`src/design/rst_ctl_pkg.sv`:
```
package rst_ctl_pkg;
	// clock
	localparam int unsigned CLK_PERIOD_NS = 10;
	// timing: power-on pulse least width, pin release spacing
	localparam int unsigned POR_PULSE_NS     = 150;
	localparam int unsigned POR_PULSE_CYCLES = (POR_PULSE_NS + CLK_PERIOD_NS - 1) / CLK_PERIOD_NS;
	localparam int unsigned EXTERNAL_RESET_N_GAP_US      = 10;
	localparam int unsigned EXTERNAL_RESET_N_GAP_CYCLES  = (EXTERNAL_RESET_N_GAP_US * 1000 + CLK_PERIOD_NS - 1) / CLK_PERIOD_NS;
	localparam int unsigned HOLD_CYCLES      = 4;
	localparam int unsigned WDT_DEF_TIMEOUT  = 32'h0000_1000;

	// register byte addresses
	localparam logic [7:0] ADDR_CTRL    = 8'h00;
	localparam logic [7:0] ADDR_SWRST   = 8'h04;
	localparam logic [7:0] ADDR_WDT_CFG = 8'h08;
	localparam logic [7:0] ADDR_WDT_KICK = 8'h0c;
	localparam logic [7:0] ADDR_LVI_CFG = 8'h10;
	localparam logic [7:0] ADDR_STATUS  = 8'h14;
	localparam logic [7:0] ADDR_MON     = 8'h18;

	// ctrl field positions
	localparam int unsigned CTRL_SWRST_BLOCK = 0;
	localparam int unsigned CTRL_AREG_EN     = 1;
	localparam int unsigned CTRL_BUZZ_EN     = 2;
	localparam int unsigned CTRL_BUZZ_LO     = 8;
	localparam int unsigned CTRL_BUZZ_W      = 16;
	localparam int unsigned BUZZ_ON_CYCLES   = 4;
	localparam logic [15:0] BUZZ_DEF_PERIOD  = 16'h0100;

	// lvi cfg field positions (trip code 0 = 1.70 V, +250 mV per code, max 15 = 5.45 V)
	localparam int unsigned LVI_TRIP_W     = 4;
	localparam int unsigned LVI_D_TRIP_LO  = 0;
	localparam int unsigned LVI_A_TRIP_LO  = 4;
	localparam int unsigned LVI_D_EN       = 8;
	localparam int unsigned LVI_A_EN       = 9;
	localparam int unsigned LVI_H_EN       = 10;
	localparam int unsigned LVI_D_RESET    = 11;
	localparam int unsigned LVI_A_RESET    = 12;

	// status bits
	localparam int unsigned ST_W          = 7;
	localparam int unsigned ST_PRECISE_LOW_VOLTAGE_MONITOR       = 0;
	localparam int unsigned ST_EXTERNAL_RESET_N       = 1;
	localparam int unsigned ST_SOFTWARE_RESET_REQUEST       = 2;
	localparam int unsigned ST_WATCHDOG_RESET_REQUEST       = 3;
	localparam int unsigned ST_DIGITAL_LOW_VOLTAGE_IRQ       = 4;
	localparam int unsigned ST_ANALOG_LOW_VOLTAGE_IRQ       = 5;
	localparam int unsigned ST_ANALOG_HIGH_VOLTAGE_IRQ       = 6;

	// supply monitor comparator inputs from the analog side
	typedef struct packed {
		logic       por_n;
		logic       dig_reg_ok;
		logic       ana_reg_ok;
		logic       dig_supply_low;
		logic       ana_supply_low;
		logic       ana_supply_high;
	} supply_mon_s;

	// controls sent back to the analog monitors
	typedef struct packed {
		logic                  por_mon_en;
		logic                  precise_low_voltage_monitor_dig_en;
		logic                  precise_low_voltage_monitor_ana_en;
		logic                  lvi_en;
		logic [LVI_TRIP_W-1:0] dig_trip;
		logic [LVI_TRIP_W-1:0] ana_trip;
	} mon_ctrl_s;

	typedef enum logic [1:0] {
		PWR_ACTIVE    = 2'b00,
		PWR_SLEEP     = 2'b01,
		PWR_HIBERNATE = 2'b10
	} pwr_mode_e;
endpackage

```
`src/design/rst_sync.sv`:
```
`timescale 1ns/100ps
module rst_sync #(
	parameter int unsigned DEPTH = 3
) (
	// clock and raw reset request
	input  wire logic clk,
	input  wire logic async_rst_n,
	// synchronised release
	output logic      sync_rst_n
);
	typedef struct packed {
		logic [DEPTH-1:0] chain;
	} sync_state_s;

	sync_state_s state;
	sync_state_s next_state;

	always_comb begin
		next_state       = state;
		next_state.chain = {state.chain[DEPTH-2:0], 1'b1};
	end

	// assert at once, release only on a clock edge
	always_ff @(posedge clk or negedge async_rst_n) begin
		if (!async_rst_n) begin
			state <= '0;
		end else begin
			state <= next_state;
		end
	end

	assign sync_rst_n = state.chain[DEPTH-1];
endmodule

```
`src/design/pin_filter.sv`:
```
`timescale 1ns/100ps
module pin_filter #(
	parameter logic RESET_VAL = 1'b1
) (
	// clock and reset
	input  wire logic hclk,
	input  wire logic hresetn,
	// raw pin and filtered level
	input  wire logic pin,
	output logic      level
);
	typedef struct packed {
		logic [2:0] sync;
		logic       level;
	} filt_state_s;

	filt_state_s state;
	filt_state_s next_state;

	always_comb begin
		next_state      = state;
		next_state.sync = {state.sync[1:0], pin};
		// first stage only feeds the second
		if (state.sync[1] == state.sync[2]) begin
			next_state.level = state.sync[2];
		end
	end

	always_ff @(posedge hclk or negedge hresetn) begin
		if (!hresetn) begin
			state <= {{3{RESET_VAL}}, RESET_VAL};
		end else begin
			state <= next_state;
		end
	end

	assign level = state.level;
endmodule

```
`src/design/reset_source_controller.sv`:
```
// Behaviour
// [RL1] any supply or regulator out of range resets the whole device
// [RL2] low and high voltage monitors can raise an interrupt before reset
// [RL3] device stays in reset while external reset pin is low
// [RL4] outside party waits 10 us after release before pulling pin again
// [RL5] external reset stays effective in sleep and hibernate
// [RL6] power-on reset pulse is at least 150 ns, longer while ramping; here a fixed POR_PULSE count, por_n is not used
// [RL7] after boot power-on monitor is disabled, precise monitor takes over
// [RL8] precise, pin and software resets act exactly like power-on reset
// [RL9] firmware cannot disable digital precise monitor; analog follows regulator
// [RL10] precise monitor off in sleep/hibernate, briefly on during sleep buzz
// [RL11] low voltage trips from 1.70 V in 250 mV steps; high fixed 5.75 V
// [RL12] each low voltage detector may reset instead of interrupting
// [RL13] voltage interrupt monitors idle until power-on reset completes
// [RL14] interrupt during buzz runs wakeup first, then presents interrupt
// [RL15] firmware keeps buzz period shorter than shortest supply excursion
// [RL16] writing one to software reset bit resets the device
// [RL17] a block bit stops the software reset bit from acting
// [RL18] watchdog resets device if not restarted within its timeout
// [RL19] power-on reset leaves watchdog disabled until firmware enables it
// [RL20] watchdog enable ignores zero writes, cleared only by power-on reset
// [RL21] status record captures reset and interrupt causes, cleared by power-on
// [RL22] device reset returns processor and all peripherals to reset state
// [RL23] reset requests combined and release synchronised to system clock
//
// Local design decisions: register access over AHB-Lite and the address map.
`timescale 1ns/100ps
module reset_source_controller
	import rst_ctl_pkg::*;
#(
	parameter int unsigned WDT_W           = 32,
	parameter int unsigned EXTERNAL_RESET_N_GAP        = EXTERNAL_RESET_N_GAP_CYCLES,
	parameter int unsigned POR_PULSE       = POR_PULSE_CYCLES
) (
	// system clock and power-on domain reset
	input  wire logic        hclk,
	input  wire logic        hresetn,
	// ahb-lite slave
	input  wire logic        hsel,
	input  wire logic [31:0] haddr,
	input  wire logic [1:0]  htrans,
	input  wire logic        hwrite,
	input  wire logic [2:0]  hsize,
	input  wire logic [31:0] hwdata,
	input  wire logic        hready,
	output logic      [31:0] hrdata,
	output logic             hreadyout,
	output logic             hresp,
	// pins and analog monitors
	input  wire logic        external_reset_n,
	input  wire supply_mon_s supply_mon,
	input  wire pwr_mode_e   pwr_mode,
	// power manager handshake
	output logic             wakeup_req,
	input  wire logic        wakeup_done,
	// monitor controls and results
	output mon_ctrl_s        mon_ctrl,
	output logic             voltage_irq,
	output logic             device_reset_n,
	output logic             buzz_active
);
	typedef struct packed {
		logic              booted;
		logic [7:0]        por_cnt;
		logic [19:0]       gap_cnt;
		logic              external_reset_n_seen;
		logic              swrst_block;
		logic              areg_en;
		logic              buzz_en;
		logic [CTRL_BUZZ_W-1:0] buzz_period;
		logic [CTRL_BUZZ_W-1:0] buzz_cnt;
		logic              buzz;
		logic              wdt_en;
		logic [WDT_W-1:0]  wdt_timeout;
		logic [WDT_W-1:0]  wdt_cnt;
		logic [15:0]       lvi_cfg;
		logic [ST_W-1:0]   status;
		logic              irq_pend;
		logic              wake_req;
		logic              irq;
		logic [2:0]        hold_cnt;
		logic              dev_rst_req;
		logic              sw_req;
		logic              wd_req;
		logic              ph_valid;
		logic              ph_write;
		logic [7:0]        ph_addr;
		logic [31:0]       rdata;
	} ctl_state_s;

	ctl_state_s state;
	ctl_state_s next_state;

	logic      external_reset_n_level;
	logic      dev_rst_sync_n;
	logic      dev_rst_async_n;
	mon_ctrl_s next_mon;

	function automatic logic field(input logic [15:0] cfg, input int unsigned pos);
		field = cfg[pos];
	endfunction

	pin_filter #(
		.RESET_VAL (1'b1)
	) u_external_reset_n_filt (
		.hclk    (hclk),
		.hresetn (hresetn),
		.pin     (external_reset_n),
		.level   (external_reset_n_level)
	);

	// comparators are asynchronous to hclk; ok bits read low until settled,
	// harmless because every monitor waits for boot
	wire supply_mon_s mon_q;

	for (genvar i = 0; i < $bits(supply_mon_s); i++) begin : g_mon_filt
		pin_filter #(
			.RESET_VAL (1'b0)
		) u_mon_filt (
			.hclk    (hclk),
			.hresetn (hresetn),
			.pin     (supply_mon[i]),
			.level   (mon_q[i])
		);
	end

	// [RL23] combine and sync
	assign dev_rst_async_n = hresetn & ~state.dev_rst_req;

	rst_sync #(
		.DEPTH (3)
	) u_dev_rst (
		.clk         (hclk),
		.async_rst_n (dev_rst_async_n),
		.sync_rst_n  (dev_rst_sync_n)
	);

	logic sleep_mode;
	logic lp_mode;
	logic precise_low_voltage_monitor_live;
	logic precise_low_voltage_monitor_trip;
	logic d_lvi;
	logic a_lvi;
	logic h_lvi;
	logic lvi_reset;
	logic lvi_irq_evt;
	logic ap_take;
	logic [ST_W-1:0] evt;

	always_comb begin
		sleep_mode = (pwr_mode == PWR_SLEEP);
		lp_mode    = (pwr_mode != PWR_ACTIVE);
		// [RL10] precise monitor gated by mode and buzz
		precise_low_voltage_monitor_live  = state.booted & (~lp_mode | (sleep_mode & state.buzz));
		// [RL9] digital part always on, analog tied to regulator
		precise_low_voltage_monitor_trip  = precise_low_voltage_monitor_live & (~mon_q.dig_reg_ok | (state.areg_en & ~mon_q.ana_reg_ok));
		// [RL13] monitors idle until boot
		d_lvi = state.booted & (~lp_mode | state.buzz) & field(state.lvi_cfg, LVI_D_EN) & mon_q.dig_supply_low;
		a_lvi = state.booted & (~lp_mode | state.buzz) & field(state.lvi_cfg, LVI_A_EN) & mon_q.ana_supply_low;
		h_lvi = state.booted & (~lp_mode | state.buzz) & field(state.lvi_cfg, LVI_H_EN) & mon_q.ana_supply_high;
		// [RL12] low voltage may reset instead
		lvi_reset   = (d_lvi & field(state.lvi_cfg, LVI_D_RESET)) | (a_lvi & field(state.lvi_cfg, LVI_A_RESET));
		// [RL2] interrupt path
		lvi_irq_evt = (d_lvi & ~field(state.lvi_cfg, LVI_D_RESET)) | (a_lvi & ~field(state.lvi_cfg, LVI_A_RESET)) | h_lvi;
		ap_take = hsel & hready & htrans[1];
		evt = '0;
		evt[ST_PRECISE_LOW_VOLTAGE_MONITOR] = precise_low_voltage_monitor_trip;
		evt[ST_EXTERNAL_RESET_N] = ~external_reset_n_level;
		evt[ST_SOFTWARE_RESET_REQUEST] = state.sw_req;
		evt[ST_WATCHDOG_RESET_REQUEST] = state.wd_req;
		evt[ST_DIGITAL_LOW_VOLTAGE_IRQ] = d_lvi;
		evt[ST_ANALOG_LOW_VOLTAGE_IRQ] = a_lvi;
		evt[ST_ANALOG_HIGH_VOLTAGE_IRQ] = h_lvi;
	end

	always_comb begin
		next_state = state;

		// [RL6] power-on pulse width
		if (state.por_cnt < 8'(POR_PULSE)) begin
			next_state.por_cnt = state.por_cnt + 8'h01;
		end else begin
			// [RL7] hand over to precise monitor
			next_state.booted = 1'b1;
		end

		// [RL4] watch the pin release spacing
		if (external_reset_n_level && state.gap_cnt < 20'(EXTERNAL_RESET_N_GAP)) begin
			next_state.gap_cnt = state.gap_cnt + 20'h00001;
		end else if (!external_reset_n_level) begin
			next_state.gap_cnt = '0;
		end

		// sleep buzz timer; period kept under shortest excursion by firmware
		if (sleep_mode && state.buzz_en) begin
			if (state.buzz_cnt >= state.buzz_period) begin
				next_state.buzz_cnt = '0;
				next_state.buzz     = 1'b1;
			end else begin
				next_state.buzz_cnt = state.buzz_cnt + 16'h0001;
				// window opens at count 0, so it closes one short
				if (state.buzz_cnt == 16'(BUZZ_ON_CYCLES - 1)) begin
					next_state.buzz = 1'b0;
				end
			end
		end else begin
			next_state.buzz_cnt = '0;
			next_state.buzz     = 1'b0;
		end

		// [RL14] wake first, then present interrupt
		if (lvi_irq_evt) begin
			next_state.irq_pend = 1'b1;
		end
		if (state.irq_pend && lp_mode) begin
			next_state.wake_req = 1'b1;
		end
		if (state.irq_pend && (!lp_mode || wakeup_done)) begin
			next_state.irq      = 1'b1;
			next_state.irq_pend = 1'b0;
			next_state.wake_req = 1'b0;
		end

		// [RL18] watchdog timeout
		next_state.wd_req = 1'b0;
		if (state.wdt_en) begin
			if (state.wdt_cnt >= state.wdt_timeout) begin
				next_state.wd_req  = 1'b1;
				next_state.wdt_cnt = '0;
			end else begin
				next_state.wdt_cnt = state.wdt_cnt + 1'b1;
			end
		end
		next_state.sw_req = 1'b0;

		// ahb data phase
		next_state.ph_valid = ap_take;
		if (ap_take) begin
			next_state.ph_write = hwrite;
			next_state.ph_addr  = haddr[7:0];
		end
		if (state.ph_valid && state.ph_write) begin
			case (state.ph_addr)
				ADDR_CTRL: begin
					next_state.swrst_block = hwdata[CTRL_SWRST_BLOCK];
					next_state.areg_en     = hwdata[CTRL_AREG_EN];
					next_state.buzz_en     = hwdata[CTRL_BUZZ_EN];
					next_state.buzz_period = hwdata[CTRL_BUZZ_LO +: CTRL_BUZZ_W];
				end
				ADDR_SWRST: begin
					// [RL16] [RL17] blockable software reset
					next_state.sw_req = hwdata[0] & ~state.swrst_block;
				end
				ADDR_WDT_CFG: begin
					// [RL20] enable is sticky
					next_state.wdt_en      = state.wdt_en | hwdata[0];
					next_state.wdt_timeout = hwdata[WDT_W-1:0];
				end
				ADDR_WDT_KICK: begin
					next_state.wdt_cnt = '0;
				end
				ADDR_LVI_CFG: begin
					// [RL11] trip codes, 250 mV per step
					next_state.lvi_cfg = hwdata[15:0];
				end
				ADDR_STATUS: begin
					// write-one-to-clear; irq cleared too
					next_state.status = state.status & ~hwdata[ST_W-1:0];
					next_state.irq    = state.irq & ~(|hwdata[ST_W-1:0]);
				end
				default: begin
				end
			endcase
		end
		if (ap_take && !hwrite) begin
			case (haddr[7:0])
				ADDR_CTRL:     next_state.rdata = {8'h00, state.buzz_period, 5'h00, state.buzz_en, state.areg_en,
				                                   state.swrst_block};
				ADDR_WDT_CFG:  next_state.rdata = 32'(state.wdt_timeout) | 32'(state.wdt_en);
				ADDR_WDT_KICK: next_state.rdata = 32'(state.wdt_cnt);
				ADDR_LVI_CFG:  next_state.rdata = {16'h0000, state.lvi_cfg};
				ADDR_STATUS:   next_state.rdata = 32'(state.status);
				ADDR_MON:      next_state.rdata = {26'h0000000, state.gap_cnt >= 20'(EXTERNAL_RESET_N_GAP), state.irq,
				                                   state.buzz, state.booted, external_reset_n_level, state.wdt_en};
				default:       next_state.rdata = 32'h0000_0000;
			endcase
		end

		// [RL21] [RL2] sticky causes, set wins over clear
		next_state.status = next_state.status | evt;
		if (lvi_irq_evt) begin
			next_state.irq_pend = 1'b1;
		end

		// [RL1] [RL3] [RL5] [RL6] [RL8] [RL12] combine reset sources, held a few cycles
		if (!state.booted || precise_low_voltage_monitor_trip || !external_reset_n_level || state.sw_req || state.wd_req || lvi_reset) begin
			next_state.dev_rst_req = 1'b1;
			next_state.hold_cnt    = 3'(HOLD_CYCLES);
		end else if (state.hold_cnt != 3'h0) begin
			next_state.hold_cnt = state.hold_cnt - 3'h1;
		end else begin
			next_state.dev_rst_req = 1'b0;
		end

		next_mon.por_mon_en  = ~state.booted;
		next_mon.precise_low_voltage_monitor_dig_en = precise_low_voltage_monitor_live;
		next_mon.precise_low_voltage_monitor_ana_en = precise_low_voltage_monitor_live & state.areg_en;
		next_mon.lvi_en      = state.booted & (~lp_mode | state.buzz);
		next_mon.dig_trip    = state.lvi_cfg[LVI_D_TRIP_LO +: LVI_TRIP_W];
		next_mon.ana_trip    = state.lvi_cfg[LVI_A_TRIP_LO +: LVI_TRIP_W];
	end

	// [RL19] [RL21] power-on clears watchdog enable and status
	always_ff @(posedge hclk or negedge hresetn) begin
		if (!hresetn) begin
			state             <= '0;
			state.areg_en     <= 1'b1;
			state.buzz_period <= BUZZ_DEF_PERIOD;
			state.wdt_timeout <= WDT_W'(WDT_DEF_TIMEOUT);
			state.dev_rst_req <= 1'b1;
			mon_ctrl          <= '0;
		end else begin
			state    <= next_state;
			mon_ctrl <= next_mon;
		end
	end

	logic dev_rst_q;
	// [RL22] device reset out, registered
	always_ff @(posedge hclk or negedge hresetn) begin
		if (!hresetn) begin
			dev_rst_q <= 1'b0;
		end else begin
			dev_rst_q <= dev_rst_sync_n;
		end
	end

	assign device_reset_n = dev_rst_q;
	assign hrdata         = state.rdata;
	assign hreadyout      = 1'b1;
	assign hresp          = 1'b0;
	assign voltage_irq    = state.irq;
	assign wakeup_req     = state.wake_req;
	assign buzz_active    = state.buzz;
endmodule

```
`config.mk`:
```
export PLATFORM = sky130hd
export DESIGN_NAME = reset_source_controller
export DESIGN_NICKNAME = d
export VERILOG_FILES = /design/src/design/rst_ctl_pkg.sv /design/src/design/rst_sync.sv /design/src/design/pin_filter.sv /design/src/design/reset_source_controller.sv
export SDC_FILE = /design/constraint.sdc
export NUM_CORES = 1
export LEC_CHECK = 0
export ABC_AREA = 1
export BUFFER_PORTS_ARGS = -buffer_cell sky130_fd_sc_hd__clkbuf_2
export CAP_MARGIN = 30
export CORE_MARGIN = 2
export CORE_UTILIZATION = 53
export DETAILED_ROUTE_END_ITERATION = 10
export PLACE_DENSITY = 0.76
export RECOVER_POWER = 50
export SLEW_MARGIN = 10
export SYNTH_ARGS = -nofsm -noshare
export SYNTH_HDL_FRONTEND = slang
export SYNTH_SLANG_ARGS = --single-unit
```
`constraint.sdc`:
```
create_clock -name hclk -period 0.8 [get_ports hclk]
set_input_delay 0.08 -clock hclk [delete_from_list [all_inputs] [get_ports hclk]]
set_output_delay 0.08 -clock hclk [all_outputs]
set_load 0.01 [all_outputs]
```
# Yosys cells after proc, flatten, opt, wreduce, memory -nomap -nowiden
# Index checks and enable logic that the tools add are counted.
# op_classes
n_addsub	5
n_lt_le_gt_ge	5
eq_ne	21
muxes	25
n_bitwise	42
n_reduce_logical	27
# ops
cell	n
$pmux 32 s6	1
$mux 32	3
$mux 55	1
$eq 8x5->1 const B	5
$mux 20	2
$mux 17	2
$add 32x1->32 const B	1
$eq 8x4->1 const B	4
$ge 32x32->1	1
$or 32x1->32	1
$and 1x1->1	21
$add 20x1->20 const B	1
$ge 20x10->1 const B	1
$lt 20x10->1 const B	1
$add 16x1->16 const B	1
$eq 16x2->1 const B	1
$ge 16x16->1	1
$logic_not 8->1	2
$mux 16	1
$mux 1	11
$not 1->1	10
$add 8x1->8 const B	1
$eq 8x3->1 const B	1
$lt 8x4->1 const B	1
19 further kinds	50
# word_totals
regBits	244
in_bits	84
output_inout_bits	50
wordCells	170

# Logic depth before layout (Yosys ltp)
# logic_depth
ltp_word	13
ltp_mapped	17
mapped_depth_nobuf	16

# By module
# Synthesis repeated with hierarchy kept, for this count alone.
# unflattened
hier_cells	1397
area_unflattened_um2	11955.2
# modules_own_cells
module	instances	cells_each	area_per_inst_um2	seq_area_each_um2
reset_source_controller	1	1345	11173.2	5435.2
pin_filter (g_mon_filt[0].u_mon_filt ...)	5	8	116.4	100.1
pin_filter (u_external_reset_n_filt)	1	8	121.4	105.1
rst_sync	1	4	78.8	75.1

# Worst setup path before layout
# OpenSTA, ideal clock, no wires.
# synth_path
kind	reg2reg
from	reg state[153] (netlist name)
to	reg state[144] (netlist name)
setup_time_ns	0.120
arrival_time_ns	1.625
required_ns	0.680
setup_slack_ns	-0.945
path_stages_with_launch	8
n_path_buf	1
synth_period_minus_slack_ns	1.745
path_cell_list	dfrtp_1 > ha_1 > nand2_1 > nor4_1 > o21ai_1 > nand4_1 > buf_2 > nor2_1
# synth_lines
element	line	source
start, declared	reset_source_controller.sv:91	ctl_state_s state;
start signal, assigned	reset_source_controller.sv:323	state <= next_state;

==> results.yml <==
global_routing:
  grt_pass1_wl_mm: 65.8
  grt_overflow: 0
  grt_max_degree: 37
  grt_util_all_layers: 0.351
  grt_pass1_vias: 12600
  antenna_found_initial: 0
routing:
  antenna_left: 0
  vias: 13400
  drcViolationCount: 0
  first_pass_iters: 9
  routed.top_layer: "met4"
  wl_met3_mm: 5.08
  drt_iter0_drc: 1351
  viasPerCell: 6.16
  wl_per_cell_um: 23.8
  wl_met2_mm: 25.0
  met1_length_mm: 17.2
  drt_wl_total_mm: 51.7
sta:
  finClkSkew_ns: 0.0276
  final_max_slew_viol_count: 0
  setup_viol: 252
  worst_pin_slew_ns: 0.791
  holdWs_ns: -0.0263
  period_needed_ns: 2.16
  finalHoldViolations: 1
  maxSlewHeadroom: 0.473
  timing.final.crit_share: 2.70
  rsz0062_at_grt: "true"
  fin_setup_tns_ns: -175.87
  max_freq_mhz: 463
  fin_ws_ns: -1.36
cts:
  ctsHoldBuffers: 48
  htreeDepth: 1
  cts_buffer_depth: 3
  clkTransAtPathRegs_ns: 0.07
  cts-buffers-inserted: 27
  cts_tree: "built"
  clk_latency_ns: 0.58
  cts_root_buffer: "clkbuf_16"
  cts_sinks: 244
pwr:
  power_switching_uw: 12500
  p_per_area_mw_per_mm2: 1980
  p_seq_frac: 0.390
  leakage_uw: 0.00960
  p_int_uw: 25800
  clockPowerShare: 0.332
  vdd_drop_max_mv: 2.67
  swShare: 0.327
  comb_power_share: 0.278
layout:
  stdcell_count: 2170
  layout_common_cells: "buf_4, dfrtp_1, nand2_1, inv_1, clkbuf_2"
  area_growth_pct: 62.1
  drive_gt1_frac: 0.490
  insertedDiodeCount: 0
  final_nets: 2008
  layout_commonest_cell: "buf_4"
setup_path:
  path_class: "reg -> reg"
  endpoint_kind: "flop"
  worstSetupStartpointType: "flop"
  path_max_fanout: 6
  required_ns: 1.29
  crit_arrival_ns: 2.65
yosys:
  avgSynthCellArea_um2: 8.66
  syn_inst: 1376
  synth_cell_types: 44
  synth-seq-cells: 244
  yosysWarningCount: 0
  yosysSeqAreaShare: 0.513
  netlist_area_mm2: 0.0119
die:
  die_h_um: 154
  start_util: 0.543
  io-pin-count: 134
  coreArea_mm2: 0.0220
  row_count: 54
  die_area_mm2: 0.0237
  die_w_um: 154
placed_design:
  io_buffers: 102
  place_inst: 1969
  dp_hpwl_mm: 24.7
  gp_congestion: 0.908
  dp_worst_setup_slack_ns: -1.12
outcome:
  violations: "hold timing, setup timing"
  outcome: "finished, violations left"
flow_run:
  max_cap_violations: 0
min_path:
  hold_path.class: "in -> reg"
-- cell usage after synthesis --
| master | instances | area, µm² |
|---|---|---|
| o31ai_1 | 1 | 7.51 |
| nor2_1 | 118 | 443 |
| nand2_1 | 297 | 1110 |
| nand4_1 | 24 | 150 |
| dfstp_2 | 8 | 210 |
| clkinv_1 | 1 | 3.75 |
| a21oi_2 | 1 | 8.76 |
| buf_2 | 10 | 50.1 |
| o22ai_1 | 30 | 188 |
| mux2_2 | 8 | 90.1 |
| nand3_2 | 4 | 40.0 |
| buf_1 | 1 | 3.75 |
| a22o_1 | 9 | 78.8 |
| a21oi_1 | 33 | 165 |
| o221ai_1 | 1 | 8.76 |
| o21ai_1 | 33 | 165 |
| buf_4 | 35 | 263 |
| nand3b_1 | 2 | 15.0 |
| conb_1 | 2 | 7.51 |
| o21bai_1 | 1 | 7.51 |
| nor2_4 | 1 | 11.3 |
| o2111ai_1 | 1 | 8.76 |
| o21ai_0 | 123 | 616 |
| clkbuf_1 | 24 | 90.1 |
| or2_2 | 1 | 6.26 |
| inv_2 | 5 | 18.8 |
| inv_1 | 186 | 698 |
| nor4_1 | 10 | 62.6 |
| xnor2_1 | 7 | 61.3 |
| dfrtp_1 | 236 | 5910 |
| nor3_4 | 1 | 16.3 |
| o21a_1 | 7 | 52.6 |
| nand3_1 | 35 | 175 |
| ha_1 | 55 | 688 |
| o211ai_1 | 2 | 15.0 |
| a21boi_0 | 1 | 7.51 |
| nand4_2 | 1 | 12.5 |
| nor2_2 | 5 | 31.3 |
| nor3_1 | 20 | 100 |
| nand2_2 | 2 | 12.5 |
| maj3_1 | 6 | 60.1 |
| nor3_2 | 2 | 20.0 |
| and2_1 | 1 | 6.26 |
| xor2_1 | 25 | 219 |
-- cells by family after synthesis --
family          after synthesis  share of synthesized area
fa+ha+maj                    61                     0.0628
buf+inv                     262                     0.0946
flops                       244                      0.513
mux                           8                    0.00756
xor+xnor                     32                     0.0235
compound gates              243                      0.112
other cells                   2                   0.000630
simple gates                524                      0.186
-- stage by stage --
stage | total power (µW) | cell area, µm² | hold slack [ns] | util
6_report | 38300 | 19300 | -0.0263 | 0.880
5_1_grt | 39400 | 19300 | -0.0167 | 0.880
4_1_cts | 35300 | 17800 | -0.0373 | 0.811
3_5_place_dp | 21600 | 15000 | -0.0223 | 0.683
3_3_place_gp | 21200 | 15000 | -0.0252 | 0.683
2_1_floorplan | 17900 | 12400 | -0.216 | -
-- worst max-delay path: stages, from the launching register on --
cell       delay (ns)
dfrtp_1          0.37
inv_1            0.07
ha_1             0.33
a21oi_2          0.16
o21ai_0          0.09
a21oi_1          0.23
nand2_2          0.14
nand2_2          0.10
nand2_2          0.07
nand2_4          0.11
nand2_8          0.10
clkbuf_16        0.20
nor2_1           0.11
-- metal layers --
| layer | track usage | vias up |
|---|---|---|
| li1 | - | 5437 |
| met1 | 0.425 | 6369 |
| met2 | 0.606 | 1113 |
| met3 | 0.0555 | 438 |
| met4 | 0.182 | 0 |
| met5 | 0 | - |
-- layout make-up --
type / count / area, µm²
Sequential cell: 244 / 6120
Timing Repair Buffer: 531 / 4660
Tap cell: 280 / 350
Clock inverter: 9 / 95.1
Inverter: 192 / 792
Fill cell: 858 / 2640
Clock buffer: 41 / 778
Multi-Input combinational cell: 873 / 6530
-- state kept, by name, indices dropped and copies added (netlist names) --
signal                              cells
hrdata                                 32
g_mon_filt.u_mon_filt.next_state       10
u_dev_rst.state                         3
u_external_reset_n_filt.state           1
buzz_active                             1
evt                                     2
wakeup_req                              1
u_external_reset_n_filt.next_state      2
u_external_reset_n_filt.level           1
g_mon_filt.u_mon_filt.state             5
voltage_irq                             1
device_reset_n                          1
g_mon_filt.u_mon_filt.level             5
mon_ctrl                               12
state                                 159
next_mon                                8
-- path summary, 6_finish.rpt --
kind,start,endpoint,slack [ns],depth (start not counted)
max reg2reg,state[119],state[76],-1.36,12
min,pwr_mode[1],mon_ctrl[10],-0.03,4
max in group asynchronous,hresetn,state[118],0,3
max,state[119],state[76],-1.36,12
min reg2reg,state[44],u_dev_rst.state[1],0.21,1
min in group asynchronous,hresetn,hrdata[8],0.06,2
-- power groups by stage --
stage | registers (µW) | logic, µW | clock network, µW
floorplan | 14800 | 3170 | 0
global placement | 14700 | 6570 | 0
detailed placement | 14800 | 6830 | 0
CTS | 14600 | 8320 | 12300
global route | 15000 | 11300 | 13200
finish | 14900 | 10700 | 12700
-- timing repair --
action | in CTS | in global routing
hold endpoints to repair | 335 | 1
setup buffers | 57 | 51
pin swaps | 67 | 62
gates resized for setup | 241 | 309
endpoints found under the setup margin | 248 | 250
cloned | 10 | 6
(Power assumes the default switching activity.)
